--- config.mk ---
export PLATFORM = sky130hd
export DESIGN_NAME = lwcr_top
export DESIGN_NICKNAME = d
export VERILOG_FILES = /design/src/inc/lwcr_pkg.sv /design/src/rtl/lwcr_top.sv
export VERILOG_INCLUDE_DIRS = /design/src /design/src/inc
export SDC_FILE = /design/constraint.sdc
export NUM_CORES = 1
export LEC_CHECK = 0
export CORE_MARGIN = 1
export CORE_UTILIZATION = 33
export DETAILED_ROUTE_END_ITERATION = 16
export DONT_BUFFER_PORTS = 1
export GPL_ROUTABILITY_DRIVEN = 0
export MAX_ROUTING_LAYER = met4
export PLACE_DENSITY = 0.53
export SETUP_SLACK_MARGIN = 0.2
export SYNTH_ARGS = -nofsm -noshare
export SYNTH_HDL_FRONTEND = slang
export SYNTH_SLANG_ARGS = --single-unit
--- constraint.sdc ---
create_clock -name clk_sys_in -period 4.6 [get_ports clk_sys_in]
set_input_delay 1.38 -clock clk_sys_in [delete_from_list [all_inputs] [get_ports clk_sys_in]]
set_output_delay 1.38 -clock clk_sys_in [all_outputs]
set_load 0.05 [all_outputs]
--- src/inc/lwcr_defines.svh ---
// constants for the link wake and clock request block
`ifndef LWCR_DEFINES_SVH
`define LWCR_DEFINES_SVH
`define LWCR_RELEASE_SETTLE_CYCLES 3'h3
`define LWCR_REFCLK_WAIT_CYCLES    4'h8
// extra cycles a released line still reads low: output flop plus input synchroniser
`define LWCR_READBACK_LAG_CYCLES   4'h5
`define LWCR_CORE_CLK_SLOW_MHZ     125
`define LWCR_CORE_CLK_FAST_MHZ     250
`endif

--- src/inc/lwcr_pkg.sv ---
// types for the link wake and clock request block
package lwcr_pkg;
  typedef enum logic [1:0] {
    LWCR_LINK_L0  = 2'h0,
    LWCR_LINK_L0S = 2'h1,
    LWCR_LINK_L1  = 2'h2,
    LWCR_LINK_L2  = 2'h3
  } lwcr_link_state_t;

  typedef struct packed {
    logic pme_enable;
    logic apm_wake_enable;
  } lwcr_wake_cfg_t;

  typedef enum logic [1:0] {
    LWCR_CR_ACTIVE  = 2'h0,
    LWCR_CR_IDLE    = 2'h1,
    LWCR_CR_WAKING  = 2'h2
  } lwcr_refclk_request_n_state_t;
endpackage

--- src/rtl/lwcr_top.sv ---
// sideband wake and reference clock request logic for a single lane endpoint
// Operation
// - wake request is pulled low when a wake packet arrives with either wake enable bit set.
// - in normal link operation the clock request pin is held low.
// - in L1 or L2 the clock request pin is released.
// - the link pll makes 125 MHz and 250 MHz core clocks from the reference clock.
// - a released open-drain line is not trusted low until the pull-up settles.
`timescale 1ns/1ps
`include "lwcr_defines.svh"
module lwcr_top #(
  parameter int unsigned SETTLE_CYCLES = `LWCR_RELEASE_SETTLE_CYCLES,
  parameter int unsigned REFCLK_WAIT   = `LWCR_REFCLK_WAIT_CYCLES
) (
  input  wire logic                      clk_sys_in,
  input  wire logic                      sys_rst_in,
  input  wire logic                      link_reset_n_in,
  input  wire logic                      wake_packet_in,
  input  wire lwcr_pkg::lwcr_wake_cfg_t  wake_cfg_in,
  input  wire logic                      wake_clear_in,
  input  wire lwcr_pkg::lwcr_link_state_t link_state_in,
  input  wire logic                      l1_exit_request_in,
  input  wire logic                      refclk_present_in,
  input  wire logic                      wake_request_n_in,
  input  wire logic                      refclk_request_n_in,
  output logic                           wake_request_n_out,
  output logic                           wake_request_n_oe_n_out,
  output logic                           refclk_request_n_out,
  output logic                           refclk_request_n_oe_n_out,
  output logic                           l1_exit_grant_out,
  output logic                           link_power_ok_out,
  output logic                           wake_line_low_out,
  output logic                           refclk_line_low_out
);
  // ==========================================================
  // pin input synchronisers
  // ==========================================================
  logic [2:0] rst_sync;
  logic [2:0] wake_sync;
  logic [2:0] creq_sync;
  logic [2:0] rclk_sync;
  logic       link_power_ok;
  logic       wake_line_low;
  logic       creq_line_low;
  logic       refclk_ok;

  // three stage sampling of pins
  always_ff @(posedge clk_sys_in) begin
    if (sys_rst_in) begin
      rst_sync  <= 3'h0;
      wake_sync <= 3'h7;
      creq_sync <= 3'h7;
      rclk_sync <= 3'h0;
    end else begin
      rst_sync  <= {rst_sync[1:0], link_reset_n_in};
      wake_sync <= {wake_sync[1:0], wake_request_n_in};
      creq_sync <= {creq_sync[1:0], refclk_request_n_in};
      rclk_sync <= {rclk_sync[1:0], refclk_present_in};
    end
  end

  // accept a level once stages two and three agree
  always_ff @(posedge clk_sys_in) begin
    if (sys_rst_in) begin
      link_power_ok <= 1'b0;
      wake_line_low <= 1'b0;
      creq_line_low <= 1'b0;
      refclk_ok     <= 1'b0;
    end else begin
      if (rst_sync[1] == rst_sync[2]) link_power_ok <= rst_sync[2];
      if (wake_sync[1] == wake_sync[2]) wake_line_low <= ~wake_sync[2];
      if (creq_sync[1] == creq_sync[2]) creq_line_low <= ~creq_sync[2];
      if (rclk_sync[1] == rclk_sync[2]) refclk_ok <= rclk_sync[2];
    end
  end

  // ==========================================================
  // wake request
  // ==========================================================
  logic wake_pending;
  logic wake_enabled;
  assign wake_enabled = wake_cfg_in.pme_enable | wake_cfg_in.apm_wake_enable;

  // sticky wake, set wins over clear
  always_ff @(posedge clk_sys_in) begin
    if (sys_rst_in) begin
      wake_pending <= 1'b0;
    end else if (wake_packet_in && wake_enabled) begin
      wake_pending <= 1'b1;
    end else if (wake_clear_in) begin
      wake_pending <= 1'b0;
    end
  end

  // ==========================================================
  // clock request state machine
  // ==========================================================
  lwcr_pkg::lwcr_refclk_request_n_state_t cr_state;
  lwcr_pkg::lwcr_refclk_request_n_state_t next_cr_state;
  logic [7:0] wait_cnt;
  logic       in_idle;
  assign in_idle = (link_state_in == lwcr_pkg::LWCR_LINK_L1) ||
                   (link_state_in == lwcr_pkg::LWCR_LINK_L2);

  // next state
  always_comb begin
    next_cr_state = cr_state;
    unique case (cr_state)
      lwcr_pkg::LWCR_CR_ACTIVE: begin
        if (in_idle) next_cr_state = lwcr_pkg::LWCR_CR_IDLE;
      end
      lwcr_pkg::LWCR_CR_IDLE: begin
        if (l1_exit_request_in || !in_idle) next_cr_state = lwcr_pkg::LWCR_CR_WAKING;
      end
      lwcr_pkg::LWCR_CR_WAKING: begin
        if (refclk_ok && wait_cnt >= 8'(REFCLK_WAIT)) begin
          next_cr_state = lwcr_pkg::LWCR_CR_ACTIVE;
        end
      end
      default: next_cr_state = lwcr_pkg::LWCR_CR_ACTIVE;
    endcase
  end

  // state register
  always_ff @(posedge clk_sys_in) begin
    if (sys_rst_in) begin
      cr_state <= lwcr_pkg::LWCR_CR_ACTIVE;
    end else begin
      cr_state <= next_cr_state;
    end
  end

  // clock presence wait counter
  always_ff @(posedge clk_sys_in) begin
    if (sys_rst_in || cr_state != lwcr_pkg::LWCR_CR_WAKING || !refclk_ok) begin
      wait_cnt <= 8'h00;
    end else if (wait_cnt < 8'(REFCLK_WAIT)) begin
      wait_cnt <= wait_cnt + 8'h01;
    end
  end

  // ==========================================================
  // released line settle window
  // ==========================================================
  logic [3:0] wake_settle;
  logic [3:0] creq_settle;
  logic       wake_drive;
  logic       creq_drive;
  assign wake_drive = wake_pending;
  assign creq_drive = (cr_state != lwcr_pkg::LWCR_CR_IDLE);

  // mask line readback while pull-up restores the high level
  // window also spans the output flop and the synchroniser, else a stale low leaks out
  always_ff @(posedge clk_sys_in) begin
    if (sys_rst_in) begin
      wake_settle <= 4'h0;
      creq_settle <= 4'h0;
    end else begin
      if (wake_drive) wake_settle <= 4'(SETTLE_CYCLES + `LWCR_READBACK_LAG_CYCLES);
      else if (wake_settle != 4'h0) wake_settle <= wake_settle - 4'h1;
      if (creq_drive) creq_settle <= 4'(SETTLE_CYCLES + `LWCR_READBACK_LAG_CYCLES);
      else if (creq_settle != 4'h0) creq_settle <= creq_settle - 4'h1;
    end
  end

  // ==========================================================
  // registered outputs
  // ==========================================================
  always_ff @(posedge clk_sys_in) begin
    if (sys_rst_in) begin
      wake_request_n_oe_n_out   <= 1'b1;
      refclk_request_n_oe_n_out <= 1'b0;
      l1_exit_grant_out         <= 1'b0;
      link_power_ok_out         <= 1'b0;
      wake_line_low_out         <= 1'b0;
      refclk_line_low_out       <= 1'b1;
    end else begin
      wake_request_n_oe_n_out   <= ~wake_drive;
      refclk_request_n_oe_n_out <= ~creq_drive;
      l1_exit_grant_out         <= (next_cr_state == lwcr_pkg::LWCR_CR_ACTIVE) &&
                                   (cr_state == lwcr_pkg::LWCR_CR_WAKING);
      link_power_ok_out         <= link_power_ok;
      wake_line_low_out         <= wake_line_low & (wake_settle == 4'h0);
      refclk_line_low_out       <= creq_drive | (creq_line_low & (creq_settle == 4'h0));
    end
  end

  // open drain pins only ever pull low
  assign wake_request_n_out   = 1'b0;
  assign refclk_request_n_out = 1'b0;
endmodule

Yosys cells after proc, flatten, opt, wreduce, memory -nomap -nowiden
Index checks and enable logic that the tools add are counted.
- register bits: 41
- bits in latches: 0
- memory bits (writable): 0
- memory bits (read-only): 0
- input port bits: 13
- output and inout port bits: 8
- logic and storage cells: 74
- memories kept: 0
- $add $sub $neg: 3
- multipliers: 0
- divide/modulo/power cells: 0
- $lt $le $gt $ge: 2
- eq/ne operators: 10
- shift operators: 0
- multiplexer cells: 10
- bitwise operators: 8
- reduce and logical (&&, ||, !) cells: 20
- operators by type and width (kind ; count):
    4-bit two-way mux ; 4
    8-bit by 1-bit adder with 8-bit output, second input constant ; 1
    8-bit by 4-bit >= comparator with 1-bit output, second input constant ; 1
    4-bit logical NOT ; 2
    8-bit by 4-bit less-than comparator with 1-bit output, second input constant ; 1
    4-bit nonzero test ; 2
    4-bit by 1-bit subtractor with 4-bit output, second input constant ; 2
    2-bit == test, second input constant ; 3
    2-bit two-way mux ; 3
    2-bit case mux with 3 select lines ; 1
    2-bit nonzero test ; 3
    1-bit == test ; 4
    2-bit logical NOT ; 2
    1-bit logical OR ; 4
    1-bit inverter ; 4
    2-bit OR reduction ; 2
    1-bit logical AND ; 3
    1-bit AND ; 2
    2-bit by 1-bit == test with 1-bit output, second input constant ; 1
    1-bit logical NOT ; 2
    1-bit two-way mux ; 2
    2-bit by 1-bit != test with 1-bit output, second input constant ; 1
    2-bit != test, second input constant ; 1
    1-bit bitwise OR ; 2

Depth between registers and ports, before layout
Gate-level depths: netlist of the first run.
- depth in word-level cells: 8
- depth in mapped cells: 6
- depth with buffers taken out: 5

Worst setup path before layout of the first run
No wires, ideal clock.
- kind: input-to-reg
- start point: input port sys_rst_in
- end point: register wait_cnt[2]
- library setup time: 0.060 ns
- arrival time: 2.210 ns
- data required time: 4.540 ns
- path slack: 2.329 ns
- stages on the path: 3
- path buffers: 0
- cells stage by stage: nand4bb_2 > or4_1 > nand2_1
- longest elaborated chain between the ends: 2
- ends and longest elaborated chain (item ; RTL line ; text):
    start: declaration ; lwcr_top.sv:15 ; input wire logic sys_rst_in,
    1-bit logical OR (2 in series) ; lwcr_top.sv:134 ; if (sys_rst_in || cr_state != lwcr_pkg::LWCR_CR_WAKING || !refclk_ok) begin
    end signal: assignment ; lwcr_top.sv:137 ; wait_cnt <= wait_cnt + 8'h01;
    end: declaration ; lwcr_top.sv:99 ; logic [7:0] wait_cnt;
No other way between the ends.
A chain may end at the register's enable or synchronous reset.

Worst setup path after layout of the first run
- start point: register l1_exit_grant_out
- end point: output port l1_exit_grant_out
- RTL lines (item ; RTL line ; text):
    start: declaration ; lwcr_top.sv:29 ; output logic l1_exit_grant_out,
    start signal: assignment ; lwcr_top.sv:179 ; l1_exit_grant_out <= (next_cr_state == lwcr_pkg::LWCR_CR_ACTIVE) &&
No word-level cell between the ends.

==> results.json, run 1 <==
{
  "drv_slew": 0,
  "cts.repair.resized": 0,
  "ys_seq_elements": 41,
  "dieArea_mm2": 0.00484,
  "numCtsBuffers": 5,
  "final.setup.tns_ns": 0,
  "utilization_pct": 37.9,
  "netlist_instances": 152,
  "clk_pin_slew_ns": 0.08,
  "fillerInstances": 439,
  "max_freq_mhz": 437,
  "status": "finished, final reports clean",
  "cts_htree_levels": 2,
  "synth_top_flop_cell": "dfxtp_1",
  "vias": 970,
  "nets": 173,
  "async_flop_share_pct": 0,
  "whs_ns": 0.416,
  "postPlaceCellArea_mm2": 0.00155,
  "finalCritPeriodShare_pct": 49.7,
  "final_area_mm2": 0.00166,
  "dieHeight_um": 69.6,
  "die_w_um": 69.6,
  "grt_pass1_vias": 918,
  "drtIter0Drc": 32,
  "area_growth_pct": 10.3,
  "max_slew_margin_pct": 55.9,
  "numPortBuffers": 0,
  "hold_class": "reg -> reg",
  "dpl.hpwl_um": 1570,
  "avgViaCountPerCell": 4.69,
  "pre_cts_slack_ns": 2.28,
  "routed_wl_um": 2280,
  "rows": 24,
  "synth_top_family_by_area": "simple AND/OR/NAND/NOR gates",
  "hold_violations": 0,
  "synth-xor-area-share_pct": 1.74,
  "postRouteAntennaNets": 0,
  "worstSetupPathType": "reg -> out",
  "worst_clock_skew_ns": 0.00382,
  "grt_pass1_wl_um": 3880,
  "ctsRootBufferMaster": "clkbuf_8",
  "yosysWarningCount": 0,
  "cts_max_path_buffers": 2,
  "overflow": 0,
  "drive_above_1_share_pct": 11.6,
  "synth_cell_types": 35,
  "synthAdderAreaFrac_pct": 4.98,
  "most-common-layout-cells": "dfxtp_1 (41), a21oi_1 (12), nor2b_1 (10), inv_1 (9), nor2_1 (9)",
  "layout_commonest_cell": "dfxtp_1",
  "avgSynthCellArea_um2": 9.92,
  "tritoncts": "done",
  "synth_edf_count": 0,
  "cp.arrival_ns": 0.91,
  "critPathLaunchType": "register",
  "antenna_found_initial": 0,
  "period_minus_slack_ns": 2.29,
  "synth-compound-area-share_pct": 9.38,
  "setup_viol": 0,
  "clock_latency_ns": 0.29,
  "worstPathMaxFanout": 1,
  "p_per_area_mw_per_mm2": 487,
  "leakagePower_nw": 0.656,
  "worst_pin_slew_ns": 0.652,
  "cap_violations": 0,
  "crit_path_end_kind": "output pin",
  "dr.pass1.iters": 4,
  "synthesis.area_mm2": 0.00151,
  "drcViolationCount": 0,
  "grt_max_degree": 31,
  "ioPinCount": 21,
  "synth.yosys.seq_area_share_pct": 54.4,
  "peakVddDrop_v": 0.000175,
  "num_antenna_cells": 0,
  "synth-simple-area-share_pct": 24.3,
  "start_util_pct": 34.4,
  "synth_mux_area_share_pct": 0.664,
  "cts_sinks": 41,
  "worstPathRequired_ns": 3.22,
  "cts_hold_buffers": 0,
  "grt_usage_pct": 10.7,
  "rsz0062_at_grt": "no",
  "worst_slack_ns": 2.31,
  "coreArea_mm2": 0.00438,
  "routedWlPerCell_um": 11.0,
  "postCtsSetupBuffers": 0
}
==> path summary, 6_finish.rpt <==
kind / start / endpoint / slack (ns) / cells past startpoint
hold reg to reg: wake_sync[0] / wake_sync[1] / 0.42 / 1
setup reg to reg: wake_settle[0] / wake_settle[1] / 3.06 / 4
hold / removal: wake_sync[0] / wake_sync[1] / 0.42 / 1
setup / recovery: l1_exit_grant_out / l1_exit_grant_out / 2.31 / 0
==> logic make-up after synthesis <==
family | count (synthesis)
flip-flops | 41
buffers and inverters | 15
XOR/XNOR | 3
multiplexers | 1
adder cells (fa/ha/maj) | 6
other | 1
AO/OA/AOI/OAI | 24
AND/OR/NAND/NOR | 61
==> routing by layer <==
| metal | up-vias | track usage (%) | part of all wire (%) |
|---|---|---|---|
| li1 | 501 | - | - |
| met4 | 0 | 6.35 | 1.5 |
| met1 | 442 | 11.6 | 47 |
| met5 | - | - | 0 |
| met2 | 23 | 16.0 | 46 |
| met3 | 4 | 4.94 | 5.7 |
==> flip-flops by register name, summed over array words and instances (netlist names), 2 cells and up <==
name         flops
creq_settle      4
wake_sync        3
creq_sync        3
rclk_sync        3
cr_state         2
wake_settle      4
wait_cnt         8
rst_sync         3
==> synth_stat cells (4+ instances only) <==
| library cell | instances | area [µm²] |
|---|---|---|
| nand2_1 | 8 | 30.0 |
| a21oi_1 | 12 | 60.1 |
| inv_1 | 9 | 33.8 |
| or2_2 | 6 | 37.5 |
| clkbuf_1 | 4 | 15.0 |
| nand2b_1 | 6 | 37.5 |
| nor2_1 | 9 | 33.8 |
| nor3_1 | 5 | 25.0 |
| nor2b_1 | 10 | 62.6 |
| dfxtp_1 | 41 | 821 |
| o21ai_0 | 5 | 25.0 |
| ha_1 | 6 | 75.1 |
==> area by class of cell <==
type	count	area, µm²	area share [%]
clock buffers	7	86.3	5.19
clock inverters	1	30.0	1.81
inverters	9	33.8	2.03
multi-input cells	97	627	37.7
flip-flops and latches	41	821	49.4
well taps	52	65.1	3.91
==> stage by stage <==
| stage | std cells | total power [W] |
|---|---|---|
| 2_1_floorplan | 153 | 0.000507 |
| 3_3_place_gp | 199 | 0.000511 |
| 3_5_place_dp | 199 | 0.000519 |
| 4_1_cts | 207 | 0.000817 |
| 5_1_grt | 207 | 0.000856 |
| 6_report | 207 | 0.000809 |
==> power breakdown <==
group / switching (W) / internal [W]
Clock: 0.000120 / 0.000177
Combinational: 0.0000580 / 0.0000503
Sequential: 0.0000239 / 0.000380
Note: power is estimated with default switching activity, not from simulation.
==> run 2: changes to the inputs <==
PLACE_DENSITY = 0.54   (was 0.53)
clock period = 1.8 ns   (was 4.6 ns; I/O delays follow)
==> results.json, run 2 (synthesis results as in run 1) <==
{
  "status": "finished, final reports clean",
  "numCtsBuffers": 5,
  "period_minus_slack_ns": 1.49,
  "switchingPower_w": 0.000507,
  "max_stage_delay_ns": 0.55,
  "clock_latency_ns": 0.29,
  "grt_pass1_vias": 987,
  "routedWlPerCell_um": 11.2,
  "dieHeight_um": 69.6,
  "cp.arrival_ns": 1.72,
  "final_area_mm2": 0.00166,
  "max_slew_margin_pct": 56.2,
  "cts_htree_levels": 2,
  "dieArea_mm2": 0.00484,
  "final.setup.tns_ns": 0,
  "critPathLaunchType": "register",
  "p_comb_share_pct": 14.6,
  "drcViolationCount": 0,
  "grt_max_degree": 31,
  "seqCellArea_um2": 821,
  "hold_violations": 0,
  "cpMaxStageDelayCell": "or4_4",
  "top_regs": "wait_cnt (8), creq_settle (4), wake_settle (4)",
  "crit_path_end_kind": "register",
  "ioPinCount": 21,
  "postPlaceCellArea_mm2": 0.00155,
  "p_seq_share_pct": 50.9,
  "whs_ns": 0.313,
  "cts_sinks": 41,
  "largest_reg_flops": 8,
  "peakVddDrop_v": 0.000329,
  "drv_slew": 0,
  "leakagePower_nw": 0.653,
  "swShare_pct": 25.0,
  "fillerInstances": 448,
  "num_antenna_cells": 0,
  "start_util_pct": 34.4,
  "overflow": 0,
  "worstPathRequired_ns": 2.03,
  "cp_num_buf_inv": 0,
  "hold_class": "in -> reg",
  "cpLargestDelayFamily": "simple AND/OR/NAND/NOR gates",
  "clk_pin_slew_ns": 0.07,
  "grt_pass1_wl_um": 3970,
  "worst_pin_slew_ns": 0.648,
  "cap_violations": 0,
  "worstSetupPathType": "reg -> reg",
  "p_per_area_mw_per_mm2": 1230,
  "drtIter0Drc": 27,
  "worst_slack_ns": 0.307,
  "p_clk_share_pct": 34.5,
  "largest-register": "wait_cnt",
  "dpl.hpwl_um": 1570,
  "worst_clock_skew_ns": 0.00776,
  "dr.pass1.iters": 4,
  "setup_viol": 0,
  "multiInputGateArea_um2": 636,
  "rsz0062_at_grt": "no",
  "area_growth_pct": 10.0,
  "ctsRootBufferMaster": "clkbuf_8",
  "most-common-layout-cells": "dfxtp_1 (41), a21oi_1 (12), nor2b_1 (10), inv_1 (9), nor2_1 (9)",
  "critical_path.cell_chain": "or4_4 -> or4_1 -> nand2_1",
  "drive_above_1_share_pct": 13.0,
  "vias": 986,
  "routed_wl_um": 2310,
  "nets": 173,
  "finalCritPeriodShare_pct": 83.0,
  "max_freq_mhz": 670,
  "tritoncts": "done",
  "worstPathMaxFanout": 4,
  "rows": 24,
  "internal_power_w": 0.00153,
  "postRouteAntennaNets": 0,
  "numPortBuffers": 0,
  "layout_commonest_cell": "dfxtp_1",
  "avgViaCountPerCell": 4.79,
  "pre_cts_slack_ns": 0.257,
  "cts_max_path_buffers": 2,
  "die_w_um": 69.6,
  "power_w": 0.00203,
  "grt_usage_pct": 11.0,
  "coreArea_mm2": 0.00438,
  "cts_hold_buffers": 0,
  "antenna_found_initial": 0,
  "postCtsSetupBuffers": 0
}
## run 2: cell types whose count changed in the layout (fill, tap and decap cells not counted)
cell       previous run  this run
a2111oi_0             2         1
a2111oi_1             0         1
clkbuf_1              1         0
clkbuf_8              6         5
clkinv_2              0         1
nor3b_1               2         1
nor3b_2               0         1
or3b_1                1         0
or3b_4                0         1
## run 2: layer usage
metal,GRT usage (%),part of all wire (%),vias to the layer above,wire [µm]
met5,-,0,-,0
met4,7.48,2.6,0,59
met3,3.92,3.9,9,91
met2,18.4,49,17,1140
met1,10.6,44,457,1020
li1,-,-,503,-
## run 2: timing repair
action                     4_1_cts  5_1_grt
setup endpoints to repair        0        2
hold endpoints to repair         0        0
resized for setup                0        3
## run 2: path summary, 6_finish.rpt
kind,from,to,slack [ns],cells after the start
setup / recovery,wait_cnt[4],wait_cnt[2],0.31,3
hold / removal,sys_rst_in,rclk_sync[0],0.31,1
setup reg to reg,wait_cnt[4],wait_cnt[2],0.31,3
hold reg to reg,creq_sync[0],creq_sync[1],0.41,1
## run 2: final cells by class
cell class / count / share of cell area [%]
Sequential cell: 41 / 49.5
Multi-Input combinational cell: 97 / 38.3
Clock buffer: 5 / 4.15
Tap cell: 52 / 3.92
Clock inverter: 2 / 2.11
Inverter: 9 / 2.04
## run 2: power groups by stage
stage	clock [W]	combinational [W]	sequential (W)
after floorplan	0	0.000255	0.00104
after detailed placement	0	0.000271	0.00105
after global routing	0.000754	0.000348	0.00104
after CTS	0.000732	0.000276	0.00103
final	0.000701	0.000297	0.00103
after global placement	0	0.000257	0.00105
## run 2: stage by stage
step	cells	util, %
2_1_floorplan	153	-
3_3_place_gp	199	35.3
3_5_place_dp	199	35.3
4_1_cts	206	37.6
5_1_grt	206	37.8
6_report	206	37.8
==> run 3: changes to the inputs <==
clock period = 1.27 ns   (was 1.8 ns; I/O delays follow)
==> results.json, run 3 (synthesis results as in run 1) <==
{
  "status": "finished, violations left",
  "violations": "setup timing",
  "cap_violations": 0,
  "top_regs": "wait_cnt (8), creq_settle (4), wake_settle (4)",
  "dr.pass1.iters": 5,
  "hold_class": "in -> reg",
  "nets": 201,
  "cts_hold_buffers": 0,
  "hold_violations": 0,
  "routed_wl_um": 2770,
  "drcViolationCount": 0,
  "drive_above_1_share_pct": 45.9,
  "overflow": 0,
  "drv_slew": 0,
  "postPlaceCellArea_mm2": 0.00175,
  "dieHeight_um": 69.6,
  "grt_max_degree": 31,
  "setup_viol": 7,
  "avgViaCountPerCell": 4.79,
  "worst_clock_skew_ns": 0.00609,
  "p_per_area_mw_per_mm2": 1620,
  "most-common-layout-cells": "dfxtp_1 (28), buf_4 (18), dfxtp_2 (13), a21oi_1 (10), nor2b_1 (9)",
  "tritoncts": "done",
  "die_w_um": 69.6,
  "start_util_pct": 34.4,
  "dpl.hpwl_um": 1740,
  "crit_path_end_kind": "register",
  "pre_cts_slack_ns": -0.143,
  "ioPinCount": 21,
  "grt_pass1_vias": 1126,
  "largest_reg_flops": 8,
  "clock_latency_ns": 0.29,
  "routedWlPerCell_um": 11.8,
  "ctsRootBufferMaster": "clkbuf_8",
  "vias": 1126,
  "cp.arrival_ns": 1.63,
  "max_freq_mhz": 717,
  "cts_sinks": 41,
  "cts_htree_levels": 2,
  "numCtsBuffers": 5,
  "worstPathRequired_ns": 1.50,
  "finalCritPeriodShare_pct": 110,
  "num_antenna_cells": 0,
  "leakagePower_nw": 0.861,
  "peakVddDrop_v": 0.000630,
  "period_minus_slack_ns": 1.39,
  "clk_pin_slew_ns": 0.07,
  "dieArea_mm2": 0.00484,
  "numPortBuffers": 0,
  "drtIter0Drc": 49,
  "worstSetupPathType": "reg -> reg",
  "antenna_found_initial": 0,
  "area_growth_pct": 39.4,
  "worstPathMaxFanout": 2,
  "largest-register": "wait_cnt",
  "worst_slack_ns": -0.125,
  "layout_commonest_cell": "dfxtp_1",
  "grt_usage_pct": 12.5,
  "coreArea_mm2": 0.00438,
  "grt_pass1_wl_um": 4600,
  "cts_max_path_buffers": 2,
  "final_area_mm2": 0.00210,
  "postRouteAntennaNets": 0,
  "rows": 24,
  "rsz0062_at_grt": "yes",
  "critPathLaunchType": "register",
  "reg2reg_slack_ns": -0.12
}
## run 3: changes by cell type in the layout (fill, tap and decap cells not counted), sizes merged
| cell | before | now |
|---|---|---|
| buf | 0 | 28 |
| clkbuf | 5 | 7 |
| clkinv | 1 | 0 |
## run 3: layout make-up
class | count | area, µm²
Fill cell | 422 | 2280
Inverter | 9 | 33.8
Multi-Input combinational cell | 97 | 779
Clock buffer | 7 | 86.3
Timing Repair Buffer | 28 | 270
Sequential cell | 41 | 837
Tap cell | 52 | 65.1
Clock inverter | 1 | 30.0
## run 3: path summary, 6_finish.rpt
| check | start | to | depth (start not counted) |
|---|---|---|---|
| min | sys_rst_in | wake_line_low_out | 1 |
| min reg2reg | creq_sync[0] | creq_sync[1] | 1 |
| max | wait_cnt[6] | wait_cnt[2] | 3 |
| max reg2reg | wait_cnt[6] | wait_cnt[2] | 3 |
## run 3: what timing repair did
action	4_1_cts	5_1_grt
pin swaps	10	7
setup buffers	6	2
gates resized for setup	31	18
endpoints found under the setup margin	24	26
endpoints found under the hold margin	0	0
## run 3: worst max-delay path, stage by stage, from the launching register on
cell	delay, ns
dfxtp_2	0.32
or4_4	0.53
or4_1	0.41
nand2_1	0.08
## run 3: layer usage
| metal | vias up | GRT usage (%) | wire length [µm] |
|---|---|---|---|
| met2 | 24 | 22.3 | 1520 |
| li1 | 559 | - | - |
| met3 | 11 | 3.92 | 92 |
| met1 | 532 | 11.5 | 1070 |
| met5 | - | - | 0 |
| met4 | 0 | 7.71 | 91 |
## run 3: power by group
group | switching [W] | leakage (nW) | internal, W | total, W
combinational | 0.000389 | 0.463 | 0.000503 | 0.000892
sequential | 0.0000726 | 0.339 | 0.00139 | 0.00146
clock | 0.000411 | 0.0585 | 0.000640 | 0.00105
total | 0.000872 | 0.861 | 0.00253 | 0.00340
## run 3: metrics by stage
step / instances / TNS (ns) / hold slack (ns) / utilization, % / total power [W]
after detailed placement: 219 / -0.443 / 0.401 / 39.8 / 0.00205
after global placement: 219 / -0.227 / 0.391 / 39.8 / 0.00202
final: 235 / -0.290 / 0.159 / 47.9 / 0.00340
after global routing: 235 / -0.604 / 0.136 / 47.9 / 0.00359
after CTS: 233 / -0.253 / 0.141 / 45.7 / 0.00332
after floorplan: 153 / -0.211 / 0.389 / - / 0.00190
